==> src/common/prc_pkg.sv <==
// constants, types and register map of the reset and interrupt controller
package prc_pkg;
    // register byte offsets
    localparam logic [7:0] ADDR_CTRL = 8'h00;
    localparam logic [7:0] ADDR_TOP_FLAGS = 8'h04;
    localparam logic [7:0] ADDR_TOP_MASK = 8'h08;
    localparam logic [7:0] ADDR_CORE_FLAGS = 8'h0c;
    localparam logic [7:0] ADDR_CORE_MASK = 8'h10;
    localparam logic [7:0] ADDR_STATUS = 8'h14;
    // field positions
    localparam int CTRL_SOFT_RESET_BIT = 0;
    localparam int CTRL_EN_LSB = 4;
    localparam int TOP_CORE_SUM_LSB = 4;
    localparam int STAT_TWARN_BIT = 8;
    localparam int STAT_TSD_BIT = 9;
    localparam int STAT_CORE_ON_LSB = 12;
    // reset values
    localparam logic [3:0] CTRL_EN_DEFAULT = 4'h0;
    localparam logic [3:0] TOP_MASK_DEFAULT = 4'h0;
    localparam logic [7:0] CORE_MASK_DEFAULT = 8'h00;
    localparam logic [15:0] SYNC_RESET = 16'h8000;
    // timing
    localparam int CLK_MHZ = 125;
    localparam int DEBOUNCE_US = 20;
    localparam int DEBOUNCE_CYCLES = DEBOUNCE_US * CLK_MHZ;
    localparam int SC_MS = 1;
    localparam int SC_CYCLES_DEFAULT = SC_MS * 1000 * CLK_MHZ;
    localparam int POR_CYCLES = 16;
    localparam int DB_W = 12;
    localparam int SC_W = 17;
    localparam int POR_W = 5;
    // bus responses
    localparam logic [1:0] RESP_OKAY = 2'b00;
    localparam logic [1:0] RESP_SLVERR = 2'b10;

    typedef enum logic [2:0] {
        ST_OFF = 3'b001,
        ST_LOAD = 3'b010,
        ST_RUN = 3'b100
    } prc_state_e;

    typedef struct packed {
        logic [3:0] sc;
        logic [3:0] pg;
        logic [3:0] ilim;
    } prc_core_flags_s;

    typedef struct packed {
        logic load;
        logic tsd;
        logic twarn;
        logic rst;
    } prc_top_flags_s;
endpackage

==> src/prc_reset_irq.sv <==
// reset sequencing, protection flags and interrupt output with an axi4-lite register slave
//
// Our own choices: register access over AXI4-Lite and the register offsets.
`timescale 1ns/1ps
`default_nettype none
module prc_reset_irq #(
    parameter int unsigned SC_CYCLES = prc_pkg::SC_CYCLES_DEFAULT
) (
    // clock and reset
    input wire logic clk,
    input wire logic reset_n,
    // axi4-lite write address and data
    input wire logic [31:0] s_axi_awaddr,
    input wire logic s_axi_awvalid,
    output logic s_axi_awready,
    input wire logic [31:0] s_axi_wdata,
    input wire logic [3:0] s_axi_wstrb,
    input wire logic s_axi_wvalid,
    output logic s_axi_wready,
    // axi4-lite write response
    output logic [1:0] s_axi_bresp,
    output logic s_axi_bvalid,
    input wire logic s_axi_bready,
    // axi4-lite read
    input wire logic [31:0] s_axi_araddr,
    input wire logic s_axi_arvalid,
    output logic s_axi_arready,
    output logic [31:0] s_axi_rdata,
    output logic [1:0] s_axi_rresp,
    output logic s_axi_rvalid,
    input wire logic s_axi_rready,
    // device pins and analog monitors, asynchronous
    input wire logic chip_reset_in_n,
    input wire logic analog_supply_uv,
    input wire logic [3:0] ilim_raw,
    input wire logic [3:0] pg_raw,
    input wire logic [3:0] fb_low_raw,
    input wire logic twarn_raw,
    input wire logic tsd_raw,
    // measurement engine, same clock
    input wire logic load_meas_done,
    // outputs
    output logic [3:0] core_en,
    output logic irq_out_n
);
    localparam logic [prc_pkg::DB_W-1:0] DB_LAST = prc_pkg::DB_W'(prc_pkg::DEBOUNCE_CYCLES - 1);
    localparam logic [prc_pkg::SC_W-1:0] SC_LAST = prc_pkg::SC_W'(SC_CYCLES - 1);
    localparam logic [prc_pkg::POR_W-1:0] POR_LAST = prc_pkg::POR_W'(prc_pkg::POR_CYCLES - 1);

    // input synchronisers: three stages, a change counts once stages two and three agree
    logic [15:0] s1_reg, s2_reg, s3_reg, sync_reg;
    wire [15:0] async_in = {analog_supply_uv, chip_reset_in_n, tsd_raw, twarn_raw, fb_low_raw, pg_raw, ilim_raw};
    wire [15:0] agree = ~(s2_reg ^ s3_reg);
    wire [15:0] sync_next = (agree & s3_reg) | (~agree & sync_reg);

    always_ff @(posedge clk or negedge reset_n) begin
        if (!reset_n) begin
            s1_reg <= prc_pkg::SYNC_RESET;
            s2_reg <= prc_pkg::SYNC_RESET;
            s3_reg <= prc_pkg::SYNC_RESET;
            sync_reg <= prc_pkg::SYNC_RESET;
        end else begin
            s1_reg <= async_in;
            s2_reg <= s1_reg;
            s3_reg <= s2_reg;
            sync_reg <= sync_next;
        end
    end
    // a glitch seen by one stage only never reaches the logic
    wire uv_s = sync_reg[15];
    wire pin_n_s = sync_reg[14];
    wire [3:0] fb_low_s = sync_reg[11:8];

    // 20 us debounce on current limit, power-good, thermal warning and shutdown
    wire [9:0] filt_reg;
    logic [9:0] filt_d_reg;
    wire [9:0] db_in = {sync_reg[13:12], sync_reg[7:0]};
    genvar gi;
    generate
        for (gi = 0; gi < 10; gi++) begin : g_db
            // both edges need the full window, so chatter never flags
            logic [prc_pkg::DB_W-1:0] cnt_reg;
            logic lvl_reg;
            assign filt_reg[gi] = lvl_reg;
            always_ff @(posedge clk or negedge reset_n) begin
                if (!reset_n) begin
                    cnt_reg <= '0;
                    lvl_reg <= 1'b0;
                end else if (db_in[gi] == lvl_reg) begin
                    cnt_reg <= '0;
                end else if (cnt_reg == DB_LAST) begin
                    cnt_reg <= '0;
                    lvl_reg <= db_in[gi];
                end else begin
                    cnt_reg <= cnt_reg + 1'b1;
                end
            end
        end
    endgenerate

    // a one-cycle delay turns filtered levels into edge pulses
    always_ff @(posedge clk or negedge reset_n) begin
        if (!reset_n) begin
            filt_d_reg <= '0;
        end else begin
            filt_d_reg <= filt_reg;
        end
    end
    wire [3:0] ilim_f = filt_reg[3:0];
    wire [3:0] pg_f = filt_reg[7:4];
    wire twarn_f = filt_reg[8];
    wire tsd_f = filt_reg[9];
    // only a rising edge raises a flag, so a held level is reported once
    wire [9:0] rise = filt_reg & ~filt_d_reg;

    // power state: held off, loading defaults, running
    prc_pkg::prc_state_e state_reg, state_next;
    logic [prc_pkg::POR_W-1:0] por_cnt_reg;
    logic soft_rst;
    wire hold = !pin_n_s || uv_s;
    wire por_done = por_cnt_reg == POR_LAST;
    wire go_run = (state_reg == prc_pkg::ST_LOAD) && !hold && por_done;

    // a soft reset reruns the load phase without dropping to off
    always_comb begin
        case (state_reg)
            prc_pkg::ST_OFF: state_next = hold ? prc_pkg::ST_OFF : prc_pkg::ST_LOAD;
            prc_pkg::ST_LOAD: state_next = hold ? prc_pkg::ST_OFF : (por_done ? prc_pkg::ST_RUN : prc_pkg::ST_LOAD);
            prc_pkg::ST_RUN: state_next = hold ? prc_pkg::ST_OFF : (soft_rst ? prc_pkg::ST_LOAD : prc_pkg::ST_RUN);
            default: state_next = prc_pkg::ST_OFF;
        endcase
    end

    // the load counter runs only in the load state, so each entry starts at zero
    always_ff @(posedge clk or negedge reset_n) begin
        if (!reset_n) begin
            state_reg <= prc_pkg::ST_OFF;
            por_cnt_reg <= '0;
        end else begin
            state_reg <= state_next;
            por_cnt_reg <= (state_reg == prc_pkg::ST_LOAD && !por_done) ? por_cnt_reg + 1'b1 : '0;
        end
    end
    // registers sit at defaults whenever the device is not running
    wire reg_clear = state_reg != prc_pkg::ST_RUN;

    // axi4-lite slave; reset only by reset_n so a soft reset never cuts a transfer
    logic aw_free_reg, w_free_reg, bvalid_reg, arready_reg, rvalid_reg;
    logic [1:0] bresp_reg, rresp_reg;
    logic [31:0] rdata_reg, wdata_reg;
    logic [7:0] awaddr_reg;
    logic [3:0] wstrb_reg;
    wire aw_take = s_axi_awvalid && aw_free_reg;
    wire w_take = s_axi_wvalid && w_free_reg;
    wire wr_fire = !aw_free_reg && !w_free_reg && !bvalid_reg;
    wire ar_take = s_axi_arvalid && arready_reg;

    // strobes mask the data so a partial write leaves other lanes alone
    wire [31:0] wmask = {{8{wstrb_reg[3]}}, {8{wstrb_reg[2]}}, {8{wstrb_reg[1]}}, {8{wstrb_reg[0]}}};
    wire [31:0] wd = wdata_reg & wmask;
    wire wr_hit_ctrl = wr_fire && awaddr_reg == prc_pkg::ADDR_CTRL;
    wire wr_hit_topf = wr_fire && awaddr_reg == prc_pkg::ADDR_TOP_FLAGS;
    wire wr_hit_topm = wr_fire && awaddr_reg == prc_pkg::ADDR_TOP_MASK;
    wire wr_hit_coref = wr_fire && awaddr_reg == prc_pkg::ADDR_CORE_FLAGS;
    wire wr_hit_corem = wr_fire && awaddr_reg == prc_pkg::ADDR_CORE_MASK;
    wire wr_hit_stat = wr_fire && awaddr_reg == prc_pkg::ADDR_STATUS;
    wire wr_mapped = wr_hit_ctrl || wr_hit_topf || wr_hit_topm || wr_hit_coref || wr_hit_corem || wr_hit_stat;

    wire [7:0] araddr8 = s_axi_araddr[7:0];
    wire ar_upper_ok = s_axi_araddr[31:8] == 24'h000000;
    // a write above the map is squashed to an unmapped offset when taken
    always_ff @(posedge clk or negedge reset_n) begin
        if (!reset_n) begin
            aw_free_reg <= 1'b1;
            w_free_reg <= 1'b1;
            bvalid_reg <= 1'b0;
            bresp_reg <= prc_pkg::RESP_OKAY;
            awaddr_reg <= 8'h00;
            wdata_reg <= 32'h00000000;
            wstrb_reg <= 4'h0;
        end else begin
            if (aw_take) begin
                aw_free_reg <= 1'b0;
                awaddr_reg <= (s_axi_awaddr[31:8] == 24'h000000) ? s_axi_awaddr[7:0] : 8'hff;
            end
            if (w_take) begin
                w_free_reg <= 1'b0;
                wdata_reg <= s_axi_wdata;
                wstrb_reg <= s_axi_wstrb;
            end
            // the answer waits until both halves are in, in either order
            if (wr_fire) begin
                bvalid_reg <= 1'b1;
                bresp_reg <= wr_mapped ? prc_pkg::RESP_OKAY : prc_pkg::RESP_SLVERR;
            end else if (bvalid_reg && s_axi_bready) begin
                bvalid_reg <= 1'b0;
                aw_free_reg <= 1'b1;
                w_free_reg <= 1'b1;
            end
        end
    end

    // soft reset is a pulse, the bit itself is never stored
    assign soft_rst = wr_hit_ctrl && wd[prc_pkg::CTRL_SOFT_RESET_BIT];

    // control and mask registers
    logic [3:0] en_req_reg, top_mask_reg;
    logic [7:0] core_mask_reg;
    // writes land only while running; otherwise defaults are held
    always_ff @(posedge clk or negedge reset_n) begin
        if (!reset_n) begin
            en_req_reg <= prc_pkg::CTRL_EN_DEFAULT;
            top_mask_reg <= prc_pkg::TOP_MASK_DEFAULT;
            core_mask_reg <= prc_pkg::CORE_MASK_DEFAULT;
        end else if (reg_clear) begin
            en_req_reg <= prc_pkg::CTRL_EN_DEFAULT;
            top_mask_reg <= prc_pkg::TOP_MASK_DEFAULT;
            core_mask_reg <= prc_pkg::CORE_MASK_DEFAULT;
        end else begin
            if (wr_hit_ctrl && wstrb_reg[0]) begin
                en_req_reg <= wd[prc_pkg::CTRL_EN_LSB +: 4];
            end
            // the shutdown mask bit stays low: that flag cannot be hidden
            if (wr_hit_topm && wstrb_reg[0]) begin
                top_mask_reg <= wd[3:0] & 4'hb;
            end
            if (wr_hit_corem && wstrb_reg[0]) begin
                core_mask_reg <= wd[7:0];
            end
        end
    end

    // short-circuit / overload timers, one per core
    wire [3:0] sc_hit;
    logic [3:0] core_en_reg;
    generate
        for (gi = 0; gi < 4; gi++) begin : g_sc
            logic [prc_pkg::SC_W-1:0] cnt_reg;
            assign sc_hit[gi] = core_en_reg[gi] && fb_low_s[gi] && cnt_reg == SC_LAST;
            // the count restarts once the output recovers or the core is off
            always_ff @(posedge clk or negedge reset_n) begin
                if (!reset_n) begin
                    cnt_reg <= '0;
                end else if (!core_en_reg[gi] || !fb_low_s[gi] || sc_hit[gi]) begin
                    cnt_reg <= '0;
                end else begin
                    cnt_reg <= cnt_reg + 1'b1;
                end
            end
        end
    endgenerate

    // sticky flags; an event in the clearing cycle wins, live conditions block the clear
    prc_pkg::prc_top_flags_s top_reg, top_next, top_d;
    prc_pkg::prc_core_flags_s core_reg, core_next, core_d;
    wire [3:0] top_clr = wr_hit_topf ? wd[3:0] : 4'h0;
    wire [11:0] core_clr = wr_hit_coref ? wd[11:0] : 12'h000;
    // power-good clears are never blocked: no live fault stands behind them
    always_comb begin
        top_next.rst = top_reg.rst && !top_clr[0];
        top_next.twarn = rise[8] || (top_reg.twarn && !(top_clr[1] && !twarn_f));
        top_next.tsd = rise[9] || (top_reg.tsd && !(top_clr[2] && !tsd_f));
        top_next.load = load_meas_done || (top_reg.load && !top_clr[3]);
        core_next.ilim = rise[3:0] | (core_reg.ilim & ~(core_clr[3:0] & ~ilim_f));
        core_next.pg = rise[7:4] | (core_reg.pg & ~core_clr[7:4]);
        core_next.sc = sc_hit | (core_reg.sc & ~core_clr[11:8]);
    end
    // the start-up that follows any reset or undervoltage leaves the reset-occurred flag set
    assign top_d = reg_clear ? prc_pkg::prc_top_flags_s'({3'b000, go_run}) : top_next;
    assign core_d = reg_clear ? prc_pkg::prc_core_flags_s'(12'h000) : core_next;
    always_ff @(posedge clk or negedge reset_n) begin
        if (!reset_n) begin
            top_reg <= '0;
            core_reg <= '0;
        end else begin
            top_reg <= top_d;
            core_reg <= core_d;
        end
    end

    // core enables: a cleared short-circuit flag retries the core while requested
    wire tsd_block = tsd_f || top_reg.tsd;
    wire [3:0] core_on_next = reg_clear ? 4'h0 : (en_req_reg & ~core_reg.sc & ~{4{tsd_block}});
    wire [3:0] core_sum = core_reg.ilim | core_reg.pg | core_reg.sc;

    // thermal shutdown and short circuit have no mask bit
    wire pend_top = |(top_reg & ~top_mask_reg);
    wire pend_core = |(core_reg.ilim & ~core_mask_reg[3:0]) || |(core_reg.pg & ~core_mask_reg[7:4]) || |core_reg.sc;
    wire irq_next_n = !(pend_top || pend_core);
    // registered so the pin never glitches while flags change
    always_ff @(posedge clk or negedge reset_n) begin
        if (!reset_n) begin
            core_en_reg <= 4'h0;
            irq_out_n <= 1'b1;
        end else begin
            core_en_reg <= core_on_next;
            irq_out_n <= irq_next_n;
        end
    end

    // read path
    wire [31:0] rd_ctrl = {24'h000000, en_req_reg, 4'h0};
    wire [31:0] rd_topf = {24'h000000, core_sum, top_reg};
    wire [31:0] rd_topm = {28'h0000000, top_mask_reg};
    wire [31:0] rd_coref = {20'h00000, core_reg};
    wire [31:0] rd_corem = {24'h000000, core_mask_reg};
    wire [31:0] rd_stat = {16'h0000, core_en_reg, 2'b00, tsd_f, twarn_f, pg_f, ilim_f};

    wire hit_ctrl = araddr8 == prc_pkg::ADDR_CTRL;
    wire hit_topf = araddr8 == prc_pkg::ADDR_TOP_FLAGS;
    wire hit_topm = araddr8 == prc_pkg::ADDR_TOP_MASK;
    wire hit_coref = araddr8 == prc_pkg::ADDR_CORE_FLAGS;
    wire hit_corem = araddr8 == prc_pkg::ADDR_CORE_MASK;
    wire hit_stat = araddr8 == prc_pkg::ADDR_STATUS;

    wire rd_mapped = ar_upper_ok && (hit_ctrl || hit_topf || hit_topm || hit_coref || hit_corem || hit_stat);
    wire [31:0] rd_mux = !ar_upper_ok ? 32'h00000000 :
                         hit_ctrl ? rd_ctrl :
                         hit_topf ? rd_topf :
                         hit_topm ? rd_topm :
                         hit_coref ? rd_coref :
                         hit_corem ? rd_corem :
                         hit_stat ? rd_stat : 32'h00000000;

    // read data is caught at the address handshake and held until taken
    always_ff @(posedge clk or negedge reset_n) begin
        if (!reset_n) begin
            arready_reg <= 1'b1;
            rvalid_reg <= 1'b0;
            rdata_reg <= 32'h00000000;
            rresp_reg <= prc_pkg::RESP_OKAY;
        end else if (ar_take) begin
            arready_reg <= 1'b0;
            rvalid_reg <= 1'b1;
            rdata_reg <= rd_mux;
            rresp_reg <= rd_mapped ? prc_pkg::RESP_OKAY : prc_pkg::RESP_SLVERR;
        end else if (rvalid_reg && s_axi_rready) begin
            rvalid_reg <= 1'b0;
            arready_reg <= 1'b1;
        end
    end

    // bus outputs come straight from their flops
    assign s_axi_awready = aw_free_reg;
    assign s_axi_wready = w_free_reg;
    assign s_axi_bvalid = bvalid_reg;
    assign s_axi_bresp = bresp_reg;
    assign s_axi_arready = arready_reg;
    assign s_axi_rvalid = rvalid_reg;
    assign s_axi_rdata = rdata_reg;
    assign s_axi_rresp = rresp_reg;
    assign core_en = core_en_reg;
endmodule
`default_nettype wire

==> config.mk <==
export PLATFORM = sky130hd
export DESIGN_NAME = prc_reset_irq
export DESIGN_NICKNAME = d
export VERILOG_FILES = /design/src/common/prc_pkg.sv /design/src/prc_reset_irq.sv
export SDC_FILE = /design/constraint.sdc
export NUM_CORES = 1
export LEC_CHECK = 0
export ABC_AREA = 1
export BUFFER_PORTS_ARGS = -buffer_cell sky130_fd_sc_hd__buf_2
export CAP_MARGIN = 20
export CORE_MARGIN = 5
export CORE_UTILIZATION = 59
export CTS_CLUSTER_SIZE = 16
export DETAILED_ROUTE_END_ITERATION = 10
export GPL_ROUTABILITY_DRIVEN = 0
export GPL_TIMING_DRIVEN = 0
export PLACE_DENSITY = 0.83
export SYNTH_ARGS = -nofsm -noshare
export SYNTH_HDL_FRONTEND = slang
export SYNTH_SLANG_ARGS = --single-unit
export TNS_END_PERCENT = 1
==> constraint.sdc <==
create_clock -name clk -period 2.28 [get_ports clk]
set_clock_uncertainty 0.05 [all_clocks]
set_input_delay 0 -clock clk [delete_from_list [all_inputs] [get_ports clk]]
set_output_delay 0 -clock clk [all_outputs]
set_load 0.05 [all_outputs]
==> impl_metrics.ini <==
[status]
status = finished, final reports clean

[grt]
grt_overflow = 0
grt_max_degree = 121
grt_antenna_before_repair = 0
grt_pass1_wl_mm = 66.1
grtUsageTotal = 0.239
grt_pass1_vias = 14200

[layout]
final_common_cell = nand2_1
num_antenna_cells = 0
fin_util = 0.707
n_fill_cell = 2140
multi_input_area_mm2 = 0.00687
largest_register_ffs = 120
nNetsFinal = 2367
synthToLayoutAreaGrowth_pct = 18.9
regArea_mm2 = 0.00904
layout-drive-gt1-share = 0.144
layout_common_cells = nand2_1, dfrtp_1, nor2_1, inv_1, buf_2

[drt]
via_per_inst = 5.42
first_pass_iters = 7
vias = 14300
postRouteAntennaNets = 0
drtIter0Drc = 1106
drt_wl_total_mm = 38.5
wire_per_inst_um = 14.6
drc = 0

[power]
leakage_nw = 9.30
peakVddDrop_uv = 816
powerDensity_mw_per_mm2 = 739
power.total_mw = 14.9

[cts]
cts_root_buffer = clkbuf_16
clkTransAtPathRegs_ps = 60
cts-buffers-inserted = 38
htreeDepth = 2
cts_max_path_buffers = 3
cts_tree = built
worstSkewPairLatency_ps = 530
cts.sinks = 361

[worst_setup_path]
worst_path_max_delay_cell = dlygate4sd3_1
crit_path_end_kind = flop
critPathMaxStageDelay_ps = 600
cp.required_ps = 2670
r2r-end = s_axi_rdata[11]
r2r-start = s_axi_arready
r2r_cells = 7
reg2reg_slack_ps = 130
start_kind = flop
worst_ep_arrival_time_ps = 2540
path_cells = nand2_2, inv_2, nand3_1, nor2_2, dlygate4sd3_1, nand4_1, o21ai_0
cp_max_fo = 10
critPathKind = flop to flop

[floorplanning]
core_mm2 = 0.0285
dieArea_mm2 = 0.0323
rows = 62
io_pins = 170
die_w_um = 180
die_h_um = 180
initial_core_util = 0.594

[placement]
hpwlAfterDp_mm = 26.9
port_buffers = 129
pre_cts_ws_ps = 402

[synth]
yosysTopAreaCellShare = 0.519
yosys.area.top_type = dfrtp_1
ys_seq_area_frac = 0.533
synth_edf_count = 0
synth_seq_cells = 361
yosysWarnings = 0
ys_types = 46
synth-async-reset-ratio = 1.00
synth_ff_type = dfrtp_1
syn_area_mm2 = 0.0170
synthTopCellsByArea = dfrtp_1, nand2_1, nor2_1
postSynthCellCount = 1972
syn_area_per_cell_um2 = 8.60

[sta]
max_freq_mhz = 466
period_share = 0.942
slew_headroom = 0.592
setup_viol = 0
holdWs_ps = 21.2
period_needed_ps = 2150
hold_viol_final = 0
fin_ws_ps = 132
rsz0062_at_grt = false
tightest_slew_ps = 612
slew_violations = 0

[min_path]
hold_depth = 8
min_to = s_axi_rdata[3]
hp-class = input port to flop
hold_start = s_axi_araddr[8]

[flow_run]
drv_cap = 0
## cell families after synthesis
logic type	Yosys count	share of synthesized area
AOI/OAI and AO/OA	169	0.0536
and+or+nand+nor	1051	0.280
muxes	13	0.00863
xor gates and xnor gates	73	0.0377
DFF	361	0.533
other	1	0.000221
buffers and inverters	272	0.0661
adders and majority gates	32	0.0212
## how the worst max path moves through the flow
stage             startpoint  depth (start not counted)  slack, ps            endpoint
2_1_floorplan  s_axi_arready                          8        650      s_axi_rdata[8]
3_3_place_gp         reset_n                          1      -5520  g_db[9].cnt_reg[0]
3_5_place_dp   s_axi_arready                          8        400      s_axi_rdata[9]
4_1_cts        s_axi_arready                          7         40     s_axi_rdata[10]
5_1_grt        s_axi_arready                          7         20     s_axi_rdata[10]
6_report       s_axi_arready                          7        130     s_axi_rdata[11]
## worst max-delay path, delay by kind of cell, from the launching register on
kind            cells  cell delay, ps
compound gates      1             180
flops               1             550
simple gates        4             560
buf+inv             2             720
## synthesized netlist by cell type, types with 13 or more instances
library cell and instances:
nand3_1 132, inv_2 13, a21oi_1 58, maj3_1 16, dfrtp_1 352, buf_4 23
mux2_2 13, o21ai_0 80, ha_1 16, inv_1 221, nor3_2 13, nand4_1 44
nor2_1 313, nand2_1 366, nor2_2 17, nor3_1 93, nor4_1 14, xor2_1 67
## per-stage QoR
step                      cells  TNS (ps)  area, um2
final                      2638         0      20200
after global routing       2638         0      20200
after CTS                  2638         0      20200
after detailed placement   2505         0      18300
after global placement     2502  -1957690      18200
after floorplan            1989         0      17000
## what timing repair did
action	in CTS	in global routing
endpoints found under the setup margin	0	2
hold buffers	66	0
resized for setup	0	2
buffers inserted	0	0
endpoints found under the hold margin	309	0
## per-layer routing
| layer | GRT usage | vias up | wire length [um] |
|---|---|---|---|
| met2 | 0.413 | 521 | 19200 |
| met4 | 0.0777 | 0 | 1160 |
| met1 | 0.310 | 6790 | 15800 |
| li1 | - | 6881 | - |
| met5 | 0 | - | 0 |
| met3 | 0.0392 | 101 | 2370 |
## power by group
| group | internal [mW] | leakage [nW] | switching [mW] |
|---|---|---|---|
| sequential | 6.84 | 4.79 | 0.286 |
| combinational | 0.611 | 3.89 | 1.08 |
| clock | 3.63 | 0.619 | 2.48 |
## area by class of cell
class,instances,area share
Sequential cell,361,0.448
Multi-Input combinational cell,1356,0.341
Timing Repair Buffer,198,0.0698
Clock buffer,54,0.0551
Inverter,235,0.0437
Tap cell,384,0.0238
Buffer,37,0.0118
Clock inverter,13,0.00676
Note: power is estimated with default switching activity, not from simulation.
